File: config.mk
export PLATFORM = sky130hd
export DESIGN_NAME = cqs_core
export DESIGN_NICKNAME = d
export VERILOG_FILES = /design/src/verilog/cqs_pkg.sv /design/src/verilog/cqs_link_if.sv /design/src/verilog/cqs_phase_seq.sv /design/src/verilog/cqs_alu.sv /design/src/verilog/cqs_core.sv
export VERILOG_INCLUDE_DIRS = /design/src /design/src/verilog
export SDC_FILE = /design/constraint.sdc
export NUM_CORES = 2
export LEC_CHECK = 0
export ABC_AREA = 0
export BUFFER_PORTS_ARGS = -buffer_cell sky130_fd_sc_hd__buf_2
export CAP_MARGIN = 20
export CORE_MARGIN = 1.5
export CORE_UTILIZATION = 35
export CTS_CLUSTER_SIZE = 28
export DETAILED_ROUTE_END_ITERATION = 8
export PLACE_DENSITY = 0.56
export SLEW_MARGIN = 30
export SYNTH_ARGS = -nofsm -noshare
export SYNTH_HDL_FRONTEND = slang
export SYNTH_SLANG_ARGS = --single-unit
File: constraint.sdc
create_clock -name clk_sys -period 8.1 [get_ports clk_sys]
set_clock_uncertainty 0.05 [all_clocks]
set_input_delay 0.405 -clock clk_sys [delete_from_list [all_inputs] [get_ports clk_sys]]
set_output_delay 0.405 -clock clk_sys [all_outputs]
set_load 0.1 [all_outputs]
File: src/verilog/cqs_core_params.svh
// Constants of the four-phase core: register offsets, flag positions, resets and timing
`ifndef CQS_CORE_PARAMS_SVH
`define CQS_CORE_PARAMS_SVH

// ----------------------------------------------------------------------
// Timing
// ----------------------------------------------------------------------
`define CQS_TOSC_NS     10
`define CQS_CLK_NS      10
`define CQS_PHASE_CYC   ((`CQS_TOSC_NS + `CQS_CLK_NS - 1) / `CQS_CLK_NS)
`define CQS_RAM_DEPTH   256

// ----------------------------------------------------------------------
// File register offsets
// ----------------------------------------------------------------------
`define CQS_ADDR_PCL     8'h02
`define CQS_ADDR_PC_HIGH_HOLDING_LATCH  8'h03
`define CQS_ADDR_ALUFLAG 8'h04
`define CQS_ADDR_EVT     8'h07
`define CQS_ADDR_WACC    8'h0a
`define CQS_ADDR_TBL_LO  8'h0e
`define CQS_ADDR_TBL_HI  8'h0f

// ----------------------------------------------------------------------
// Flag positions in the ALU flag register and reset values
// ----------------------------------------------------------------------
`define CQS_FLG_C        0
`define CQS_FLG_DC       1
`define CQS_FLG_Z        2
`define CQS_FLG_OV       3
`define CQS_RST_BYTE     8'h00

`endif

File: src/verilog/cqs_pkg.sv
// Types shared by the four-phase core and its helpers
package cqs_pkg;

   // Phase of the instruction cycle
   typedef enum logic [1:0] {
      cqs_phase_one   = 2'b00,
      cqs_phase_two   = 2'b01,
      cqs_phase_three = 2'b10,
      cqs_phase_four  = 2'b11
   } cqs_phase_e;

   // Operation codes; 4'hf is left unassigned
   typedef enum logic [3:0] {
      cqs_op_nop   = 4'h0,
      cqs_op_movwf = 4'h1,
      cqs_op_movf  = 4'h2,
      cqs_op_add   = 4'h3,
      cqs_op_sub   = 4'h4,
      cqs_op_and   = 4'h5,
      cqs_op_ior   = 4'h6,
      cqs_op_incf  = 4'h7,
      cqs_op_decf  = 4'h8,
      cqs_op_clrf  = 4'h9,
      cqs_op_bsf   = 4'ha,
      cqs_op_bcf   = 4'hb,
      cqs_op_btfsc = 4'hc,
      cqs_op_tlrd  = 4'hd,
      cqs_op_tlwt  = 4'he
   } cqs_op_e;

   typedef logic [7:0] cqs_byte_t;

   // Decoded instruction held through the cycle
   typedef struct packed {
      cqs_op_e   op;
      cqs_byte_t file;
      logic      dest;
      logic [2:0] bitsel;
      logic      tsel;
   } cqs_instr_s;

endpackage

File: src/verilog/cqs_link_if.sv
// Phase timing and ALU operand/result bundle between the core's modules
`timescale 1ns/100ps
interface cqs_link_if;
   import cqs_pkg::*;

   cqs_phase_e phase;
   logic       ph_last;
   cqs_op_e    alu_op;
   cqs_byte_t  alu_a;
   cqs_byte_t  alu_b;
   logic [2:0] alu_bit;
   cqs_byte_t  alu_res;
   logic [3:0] alu_flags;
   logic [3:0] alu_fmask;
   logic       alu_skip;

   modport seq  (output phase, output ph_last);
   modport alu  (input alu_op, input alu_a, input alu_b, input alu_bit,
                 output alu_res, output alu_flags, output alu_fmask, output alu_skip);
   modport core (input phase, input ph_last, input alu_res, input alu_flags,
                 input alu_fmask, input alu_skip,
                 output alu_op, output alu_a, output alu_b, output alu_bit);
endinterface

File: src/verilog/cqs_phase_seq.sv
// Four-phase sequencer of the instruction cycle
`timescale 1ns/100ps
`include "cqs_core_params.svh"
module cqs_phase_seq #(
   parameter int PHASE_CYC = `CQS_PHASE_CYC
) (
   // Clock and reset
   input wire logic clk_sys,
   input wire logic rst,
   // Phase output
   cqs_link_if.seq  link
);
   import cqs_pkg::*;

   localparam logic [7:0] LAST_CNT = 8'(PHASE_CYC - 1);

   logic [7:0] cnt_ff;
   cqs_phase_e phase_ff;

   // Clocks within one phase; one oscillator period each
   always_ff @(posedge clk_sys) begin
      if (rst || cnt_ff == LAST_CNT) begin
         cnt_ff <= 8'h00;
      end else begin
         cnt_ff <= cnt_ff + 8'h01;
      end
   end

   // Phase wraps four to one; reset restarts at phase one
   always_ff @(posedge clk_sys) begin
      if (rst) begin
         phase_ff <= cqs_phase_one;
      end else if (cnt_ff == LAST_CNT) begin
         phase_ff <= cqs_phase_e'(phase_ff + 2'b01);
      end
   end

   assign link.phase   = phase_ff;
   assign link.ph_last = (cnt_ff == LAST_CNT);
endmodule

File: src/verilog/cqs_alu.sv
// Combinational ALU of the core with flag results and flag write mask
`timescale 1ns/100ps
`include "cqs_core_params.svh"
module cqs_alu (
   // Operands and results
   cqs_link_if.alu link
);
   import cqs_pkg::*;

   // Adder returning {overflow, digit carry, carry, sum}
   function automatic logic [10:0] add8(input logic [7:0] a, input logic [7:0] b,
                                        input logic cin);
      logic [8:0] s;
      logic [4:0] h;
      logic       ov;
      s  = {1'b0, a} + {1'b0, b} + {8'h00, cin};
      h  = {1'b0, a[3:0]} + {1'b0, b[3:0]} + {4'h0, cin};
      ov = (a[7] == b[7]) && (s[7] != a[7]);
      return {ov, h[4], s[8], s[7:0]};
   endfunction

   logic [10:0] sum;
   logic        arith;
   logic        zonly;
   cqs_byte_t   bmask;

   // Result per operation; arithmetic updates all four flags
   always_comb begin
      sum            = 11'h000;
      arith          = 1'b0;
      zonly          = 1'b0;
      bmask          = 8'h01 << link.alu_bit;
      link.alu_res   = link.alu_a;
      link.alu_skip  = 1'b0;
      unique case (link.alu_op)
         cqs_op_nop, cqs_op_tlwt: link.alu_res = link.alu_a;
         cqs_op_movwf: link.alu_res = link.alu_b;
         cqs_op_movf: zonly = 1'b1;
         cqs_op_add: begin
            sum   = add8(link.alu_a, link.alu_b, 1'b0);
            arith = 1'b1;
         end
         cqs_op_sub: begin
            sum   = add8(link.alu_a, ~link.alu_b, 1'b1); // carry set means no borrow
            arith = 1'b1;
         end
         cqs_op_incf: begin
            sum   = add8(link.alu_a, 8'h01, 1'b0);
            arith = 1'b1;
         end
         cqs_op_decf: begin
            sum   = add8(link.alu_a, 8'hff, 1'b0);
            arith = 1'b1;
         end
         cqs_op_and: begin
            link.alu_res = link.alu_a & link.alu_b;
            zonly        = 1'b1;
         end
         cqs_op_ior: begin
            link.alu_res = link.alu_a | link.alu_b;
            zonly        = 1'b1;
         end
         cqs_op_clrf: begin
            link.alu_res = 8'h00;
            zonly        = 1'b1;
         end
         // Whole byte comes in, one bit changes, whole byte goes out
         cqs_op_bsf: link.alu_res = link.alu_a | bmask;
         cqs_op_bcf: link.alu_res = link.alu_a & ~bmask;
         cqs_op_btfsc: link.alu_skip = ~|(link.alu_a & bmask);
         cqs_op_tlrd: link.alu_res = link.alu_b;
         // Unassigned code copies the operand unchanged to its destination with no flags; programs must not use it
         default: link.alu_res = link.alu_a;
      endcase
      if (arith) begin
         link.alu_res = sum[7:0];
      end
   end

   // Flag values and which of them the operation owns
   always_comb begin
      link.alu_flags                = 4'h0;
      link.alu_flags[`CQS_FLG_C]    = sum[8];
      link.alu_flags[`CQS_FLG_DC]   = sum[9];
      link.alu_flags[`CQS_FLG_OV]   = sum[10];
      link.alu_flags[`CQS_FLG_Z]    = (link.alu_res == 8'h00);
      link.alu_fmask                = arith ? 4'hf : 4'h0;
      link.alu_fmask[`CQS_FLG_Z]    = arith | zonly;
   end
endmodule

File: src/verilog/cqs_core.sv
// Four-phase core: instruction sequencing and special file register behaviour
// Summary of operation
// - The table data latch is 16 bits made of a low byte and a high byte, each reachable alone.
// - Each result goes to the working accumulator or to the addressed file register per dest; movwf, clrf, bsf, bcf and tlrd always write the file.
// - Every file register, special ones included, is read and written by the operand path.
// - A write to the ALU flag register is overridden by the flags that the operation owns.
// - A plain read of the low pc byte by an instruction copies the high pc byte into the holding latch.
// - A write of the low pc byte loads the high pc byte from the holding latch.
// - A read-modify-write of the low pc byte uses it as operand and reloads both pc bytes.
// - Bit set and clear read the whole register, change one bit and write it all back; bit test only reads it.
// - Hardware status bits are set only in phase one, so read-modify-write cannot lose them.
// - Each instruction cycle is four phases in order, one to four.
// - Each phase lasts one oscillator period.
// - Phase one decodes, two reads, three processes and four writes the result.
// - Skips, pc writes and table transfers take a second cycle executed as a no-operation.
//
// Design decisions made here: the address-and-strobe port and the register offsets.
`timescale 1ns/100ps
`include "cqs_core_params.svh"
module cqs_core #(
   parameter int RAM_DEPTH = `CQS_RAM_DEPTH
) (
   // Clock and reset
   input  wire logic               clk_sys,
   input  wire logic               rst,
   // Instruction feed
   input  wire logic               instr_valid,
   input  wire cqs_pkg::cqs_op_e   instr_op,
   input  wire logic [7:0]         instr_file,
   input  wire logic               instr_dest,
   input  wire logic [2:0]         instr_bit,
   input  wire logic               instr_tsel,
   output logic                    instr_take,
   // Hardware status events
   input  wire logic [7:0]         hw_event,
   // Register port
   input  wire logic [7:0]         bus_addr,
   input  wire logic [7:0]         bus_wdata,
   input  wire logic               bus_wr,
   input  wire logic               bus_rd,
   output logic [7:0]              bus_rdata,
   // Core state
   output logic [15:0]             pc_value,
   output logic [7:0]              wacc_value,
   output logic [7:0]              alu_flags_value,
   output cqs_pkg::cqs_phase_e     phase_value
);
   import cqs_pkg::*;

   // ----------------------------------------------------------------------
   // State
   // ----------------------------------------------------------------------
   cqs_link_if link ();

   cqs_instr_s ir_ff;
   logic       nop_cycle_ff;
   logic       take_ff;
   cqs_byte_t  operand_ff;
   cqs_byte_t  result_ff;
   logic [3:0] fl_res_ff;
   logic [3:0] fl_mask_ff;
   logic       skip_ff;
   cqs_byte_t  wacc_ff;
   cqs_byte_t  aluflag_ff;
   cqs_byte_t  pc_lo_ff;
   cqs_byte_t  pc_hi_ff;
   cqs_byte_t  pc_high_holding_latch_ff;
   cqs_byte_t  tbl_lo_ff;
   cqs_byte_t  tbl_hi_ff;
   cqs_byte_t  evt_ff;
   cqs_byte_t  pend_ff;
   cqs_byte_t  rdata_ff;
   cqs_byte_t  ram [RAM_DEPTH];

   cqs_phase_seq u_seq (.clk_sys(clk_sys), .rst(rst), .link(link));
   cqs_alu       u_alu (.link(link));

   // ----------------------------------------------------------------------
   // Decode of the held instruction
   // ----------------------------------------------------------------------
   logic      q1, q2, q3, q4;
   logic      reads_file, writes, to_file, f_we, w_we, pcl_read, two_cycle;
   logic      wp_en;
   cqs_byte_t wp_addr, wp_data, fl_base, fl_mask8;

   assign q1 = link.ph_last && (link.phase == cqs_phase_one);
   assign q2 = link.ph_last && (link.phase == cqs_phase_two);
   assign q3 = link.ph_last && (link.phase == cqs_phase_three);
   assign q4 = link.ph_last && (link.phase == cqs_phase_four);

   assign reads_file = !(ir_ff.op inside {cqs_op_nop, cqs_op_movwf, cqs_op_clrf, cqs_op_tlrd});
   assign writes     = !(ir_ff.op inside {cqs_op_nop, cqs_op_btfsc, cqs_op_tlwt});
   assign to_file    = ir_ff.dest ||
                       (ir_ff.op inside {cqs_op_movwf, cqs_op_clrf, cqs_op_bsf,
                                         cqs_op_bcf, cqs_op_tlrd});
   assign f_we       = q4 && writes && to_file;
   assign w_we       = q4 && writes && !to_file;
   // A read whose result does not go back to the low pc byte is a plain read
   assign pcl_read   = q2 && reads_file && (ir_ff.file == `CQS_ADDR_PCL) && !(writes && to_file);
   assign two_cycle  = skip_ff || (f_we && ir_ff.file == `CQS_ADDR_PCL) ||
                       (ir_ff.op inside {cqs_op_tlrd, cqs_op_tlwt});

   // One write port into the file; the core's phase-four write beats a bus write
   assign wp_en   = f_we || bus_wr;
   assign wp_addr = f_we ? ir_ff.file : bus_addr;
   assign wp_data = f_we ? result_ff : bus_wdata;

   // Reads of every file location, special ones included
   function automatic cqs_byte_t rd_file(input cqs_byte_t a);
      case (a)
         `CQS_ADDR_PCL:     return pc_lo_ff;
         `CQS_ADDR_PC_HIGH_HOLDING_LATCH:  return pc_high_holding_latch_ff;
         `CQS_ADDR_ALUFLAG: return aluflag_ff;
         `CQS_ADDR_EVT:     return evt_ff;
         `CQS_ADDR_WACC:    return wacc_ff;
         `CQS_ADDR_TBL_LO:  return tbl_lo_ff;
         `CQS_ADDR_TBL_HI:  return tbl_hi_ff;
         default:           return ram[a];
      endcase
   endfunction

   // ALU operands; a table read takes the selected latch byte as source
   assign link.alu_op  = ir_ff.op;
   assign link.alu_a   = operand_ff;
   assign link.alu_b   = (ir_ff.op == cqs_op_tlrd) ? (ir_ff.tsel ? tbl_hi_ff : tbl_lo_ff)
                                                   : wacc_ff;
   assign link.alu_bit = ir_ff.bitsel;

   // ----------------------------------------------------------------------
   // Phase actions
   // ----------------------------------------------------------------------
   // Phase one: decode, or a forced no-operation in the second cycle
   always_ff @(posedge clk_sys) begin
      if (rst) begin
         ir_ff   <= '{op: cqs_op_nop, file: 8'h00, dest: 1'b0, bitsel: 3'h0, tsel: 1'b0};
         take_ff <= 1'b0;
      end else if (q1) begin
         take_ff <= instr_valid && !nop_cycle_ff;
         if (instr_valid && !nop_cycle_ff) begin
            ir_ff <= '{op: instr_op, file: instr_file, dest: instr_dest,
                       bitsel: instr_bit, tsel: instr_tsel};
         end else begin
            ir_ff <= '{op: cqs_op_nop, file: 8'h00, dest: 1'b0, bitsel: 3'h0, tsel: 1'b0};
         end
      end else begin
         take_ff <= 1'b0;
      end
   end

   // The extra cycle is flagged at phase four and consumed at the next phase one
   always_ff @(posedge clk_sys) begin
      if (rst) begin
         nop_cycle_ff <= 1'b0;
      end else if (q4) begin
         nop_cycle_ff <= two_cycle;
      end else if (q1) begin
         nop_cycle_ff <= 1'b0;
      end
   end

   // Phase two reads the operand; phase three latches the ALU outcome
   always_ff @(posedge clk_sys) begin
      if (rst) begin
         operand_ff <= `CQS_RST_BYTE;
         result_ff  <= `CQS_RST_BYTE;
         fl_res_ff  <= 4'h0;
         fl_mask_ff <= 4'h0;
         skip_ff    <= 1'b0;
      end else if (q2) begin
         operand_ff <= rd_file(ir_ff.file);
         skip_ff    <= 1'b0;
      end else if (q3) begin
         result_ff  <= link.alu_res;
         fl_res_ff  <= link.alu_flags;
         fl_mask_ff <= link.alu_fmask;
         skip_ff    <= link.alu_skip;
      end
   end

   // ----------------------------------------------------------------------
   // Special function registers
   // ----------------------------------------------------------------------
   // Working accumulator
   always_ff @(posedge clk_sys) begin
      if (rst) begin
         wacc_ff <= `CQS_RST_BYTE;
      end else if (w_we) begin
         wacc_ff <= result_ff;
      end else if (wp_en && wp_addr == `CQS_ADDR_WACC) begin
         wacc_ff <= wp_data;
      end
   end

   // Flags owned by the operation override whatever was written this cycle
   assign fl_base  = (wp_en && wp_addr == `CQS_ADDR_ALUFLAG) ? wp_data : aluflag_ff;
   assign fl_mask8 = q4 ? {4'h0, fl_mask_ff} : 8'h00;
   always_ff @(posedge clk_sys) begin
      if (rst) begin
         aluflag_ff <= `CQS_RST_BYTE;
      end else begin
         aluflag_ff <= (fl_base & ~fl_mask8) | ({4'h0, fl_res_ff} & fl_mask8);
      end
   end

   // Program counter; the high byte is only reachable through the latch
   always_ff @(posedge clk_sys) begin
      if (rst) begin
         pc_lo_ff <= `CQS_RST_BYTE;
         pc_hi_ff <= `CQS_RST_BYTE;
      end else if (wp_en && wp_addr == `CQS_ADDR_PCL) begin
         pc_hi_ff <= pc_high_holding_latch_ff;
         pc_lo_ff <= wp_data;
      end else if (q4) begin
         {pc_hi_ff, pc_lo_ff} <= {pc_hi_ff, pc_lo_ff} + 16'h0001;
      end
   end

   // High holding latch
   always_ff @(posedge clk_sys) begin
      if (rst) begin
         pc_high_holding_latch_ff <= `CQS_RST_BYTE;
      end else if (wp_en && wp_addr == `CQS_ADDR_PC_HIGH_HOLDING_LATCH) begin
         pc_high_holding_latch_ff <= wp_data;
      end else if (pcl_read) begin
         pc_high_holding_latch_ff <= pc_hi_ff;
      end
   end

   // Table latch, two bytes written independently
   always_ff @(posedge clk_sys) begin
      if (rst) begin
         tbl_lo_ff <= `CQS_RST_BYTE;
         tbl_hi_ff <= `CQS_RST_BYTE;
      end else if (q4 && ir_ff.op == cqs_op_tlwt) begin
         if (ir_ff.tsel) begin
            tbl_hi_ff <= operand_ff;
         end else begin
            tbl_lo_ff <= operand_ff;
         end
      end else if (wp_en && wp_addr == `CQS_ADDR_TBL_LO) begin
         tbl_lo_ff <= wp_data;
      end else if (wp_en && wp_addr == `CQS_ADDR_TBL_HI) begin
         tbl_hi_ff <= wp_data;
      end
   end

   // Events wait in a pending set and land only in phase one, set over write
   always_ff @(posedge clk_sys) begin
      if (rst) begin
         pend_ff <= `CQS_RST_BYTE;
         evt_ff  <= `CQS_RST_BYTE;
      end else begin
         pend_ff <= q1 ? 8'h00 : (pend_ff | hw_event);
         if (wp_en && wp_addr == `CQS_ADDR_EVT) begin
            evt_ff <= q1 ? (wp_data | pend_ff | hw_event) : wp_data;
         end else if (q1) begin
            evt_ff <= evt_ff | pend_ff | hw_event;
         end
      end
   end

   // General file; special offsets shadow the array
   always_ff @(posedge clk_sys) begin
      if (wp_en && !(wp_addr inside {`CQS_ADDR_PCL, `CQS_ADDR_PC_HIGH_HOLDING_LATCH, `CQS_ADDR_ALUFLAG,
                                     `CQS_ADDR_EVT, `CQS_ADDR_WACC, `CQS_ADDR_TBL_LO,
                                     `CQS_ADDR_TBL_HI})) begin
         ram[wp_addr] <= wp_data;
      end
   end

   // Bus read data stand in the cycle after the strobe only; no side effects
   always_ff @(posedge clk_sys) begin
      if (rst) begin
         rdata_ff <= `CQS_RST_BYTE;
      end else begin
         rdata_ff <= bus_rd ? rd_file(bus_addr) : 8'h00;
      end
   end

   assign instr_take      = take_ff;
   assign bus_rdata       = rdata_ff;
   assign pc_value        = {pc_hi_ff, pc_lo_ff};
   assign wacc_value      = wacc_ff;
   assign alu_flags_value = aluflag_ff;
   assign phase_value     = link.phase;
endmodule

==> flow_summary.ini <==
[outcome]
status = completed

[routing]
postRouteAntennaNets = 0
wl_per_cell_um = 37.2
drc_errors = 0
drt-total-wl_um = 369000
vias_per_cell = 6.30
via_count = 62500
detail_route.first_pass.iterations = 7
drt_iter0_markers = 9554

[layout]
syn2layout_area_growth_pct = 13.4
top_register = ram
fin_nets = 5841
final_util = 0.399
fin_cells = 9927
top_regs = ram x2048, ir_ff x10
largest_reg_flops = 2048
drive_above_1_share = 0.333

[sta]
fin_ws_ns = 2.71
max_freq_ghz = 0.185
finalCritPeriodShare = 0.666
fin_crit_ns = 5.39
worst_pin_slew_ns = 1.10
setup_viol = 0
tns_ns = 0
drv_slew = 0
slew_headroom = 0.247
rsz0062_at_grt = false
finalHoldViolCount = 0

[die]
ios = 89
start_util = 0.352
row_count = 200
dieArea_mm2 = 0.302
die_w_um = 549
die_h_um = 549
coreArea_mm2 = 0.297

[power]
pwr-share-comb = 0.100
swShare = 0.249
p_sw_mw = 6.56
pwr-share-clk = 0.426
seqPwrFrac = 0.474
p_leak_nw = 35.9
peakVddDrop_v = 0.000197
power_density_mw_per_mm2 = 223
power_mw = 26.4
internal_power_mw = 19.8

[synth]
synth_compound_area_frac = 0.0379
synth_xor_area_frac = 0.00285
synth_fa_ha_area_frac = 0.00366
synth_edf_count = 2048
syn_area_mm2 = 0.104
yosysSeqAreaShare = 0.615
async_flop_share = 0
yosys_warnings = 0
yosys.area_share.simple = 0.0397
avgSynthCellArea_um2 = 18.6
netlist_instances = 5631
ys_seq_elements = 2188
yosysUniqueCellTypes = 87
synth_top_family_by_area = multiplexers
synthFlopType = edfxtp_1
synthMuxAreaShare = 0.280

[place]
portBuffers = 88
dp.cells = 9428
dp_hpwl_um = 246000
place.gp.congestion = 0.943
dp_slack_ns = 2.70

[worst_setup_path]
cp.required_ns = 8.61
crit_arrival_ns = 5.91
crit_chain = inv_1, ha_1, nor3b_1, and3_1, buf_4, nand3_4, mux2i_1, o32ai_1, a21oi_1, nand3_2, nor2_1
crit_fanout = 31
crit_slowest_cell = nor2_1
crit_type = flop to flop
r2r_slack_ns = 2.71
critPathLaunchType = flop
crit_path_end_kind = flop
cpPeakStageDelay_ns = 0.92

[clocking]
numCtsBuffers = 233
clock_latency_ns = 0.92
clock_sinks = 2188
h-tree-depth = 4
root_buffer = clkbuf_16
clk_path_buf_depth = 3
post_cts_buffers = 0
path_clk_slew_ns = 0.07
ctsResizeCount = 0
cts_tree = built

[grt]
antenna_found_initial = 20
grt_pass1_vias = 61500
grt-ovfl-total = 0
track_usage = 0.242
grt_pass1_wl_um = 509000
grt_max_degree = 140

[job]
cap_violations = 0

[min_path]
hold_class = input port to flop
==> layer usage <==
metal  part of all wire  track usage
met5            0.00012            0
met1               0.39        0.333
met4              0.046       0.0966
met3               0.12       0.0667
met2               0.45        0.365
==> kinds of logic after synthesis <==
logic type / after synthesis
AND/OR/NAND/NOR: 903
other: 1
buffers and inverters: 507
XOR/XNOR: 34
adder cells (fa/ha/maj): 30
multiplexers: 1401
AO/OA/AOI/OAI: 567
flip-flops: 2188
==> final cells by class <==
type | instances | area [um2]
multi-input cells | 2991 | 38500
diodes | 13 | 32.5
repair buffers | 301 | 2410
inverters | 50 | 248
clock inverters | 170 | 1970
clock buffers | 275 | 6070
fillers | 26300 | 179000
well taps | 3939 | 4930
flip-flops and latches | 2188 | 64300
==> synthesized netlist by cell type (all sizes together), types with 37 or more instances <==
cell type  count  area share
a21oi        134      0.0064
a22o          37      0.0031
a211oi        46      0.0040
o21ai         73      0.0035
mux2i        165       0.016
nand2        152      0.0055
clkbuf       247      0.0089
nor2         446       0.016
inv           48      0.0017
a221oi        37      0.0031
buf          210       0.010
dfxtp        140       0.027
nor3          49      0.0024
a22oi         61      0.0044
mux4        1213        0.26
nand3         70      0.0035
edfxtp      2048        0.59
==> placed cells by master, fill, tap and decap left out, types with 52 or more instances in the layout <==
cell type and count:
dfxtp_1 134, o21ai_0 68, mux4_2 1213, conb_1 56
buf_4 158, a22oi_1 61, mux2i_1 163, clkbuf_16 234
clkinv_2 52, buf_2 85, nand2_1 149, a21oi_1 133
nand3_1 67, edfxtp_1 2048, nor2_1 415, clkinv_1 55
==> critical path: cells and delay by family, from the launching register on <==
kind | cells | cell delay (ns)
simple gates | 5 | 2.78
fa+ha+maj | 1 | 0.14
mux | 1 | 0.55
buf+inv | 2 | 0.35
flops | 1 | 0.35
compound gates | 2 | 0.76
==> path summary, 6_finish.rpt <==
check,startpoint,cells past startpoint,end
setup / recovery,u_seq.cnt_ff[1]$_SDFF_PP0_,11,ram[251][5]$_DFFE_PP_
hold / removal,bus_addr[6],4,bus_rdata[2]$_SDFF_PP0_
hold reg to reg,pend_ff[6]$_SDFF_PP0_,1,pend_ff[6]$_SDFF_PP0_
setup reg to reg,u_seq.cnt_ff[1]$_SDFF_PP0_,11,ram[251][5]$_DFFE_PP_
==> metrics by stage <==
step | cell area [um2] | hold WS (ns)
floorplan | 105000 | 0.385
global placement | 110000 | 0.396
finish | 118000 | 0.130
detailed placement | 110000 | 0.398
CTS | 118000 | 0.0568
global route | 118000 | 0.0787
==> power groups by stage <==
stage | clock network [mW] | registers (mW) | logic [mW]
2_1_floorplan | 0 | 12.8 | 1.48
3_3_place_gp | 0 | 12.8 | 2.55
3_5_place_dp | 0 | 12.8 | 2.57
4_1_cts | 11.3 | 12.5 | 2.59
5_1_grt | 11.7 | 12.5 | 2.70
6_report | 11.2 | 12.5 | 2.64
==> what timing repair did <==
action | CTS | global route
setup endpoints to repair | 0 | 0
hold buffers | 36 | 0
hold endpoints to repair | 91 | 0
Note: power is estimated with default switching activity, not from simulation.
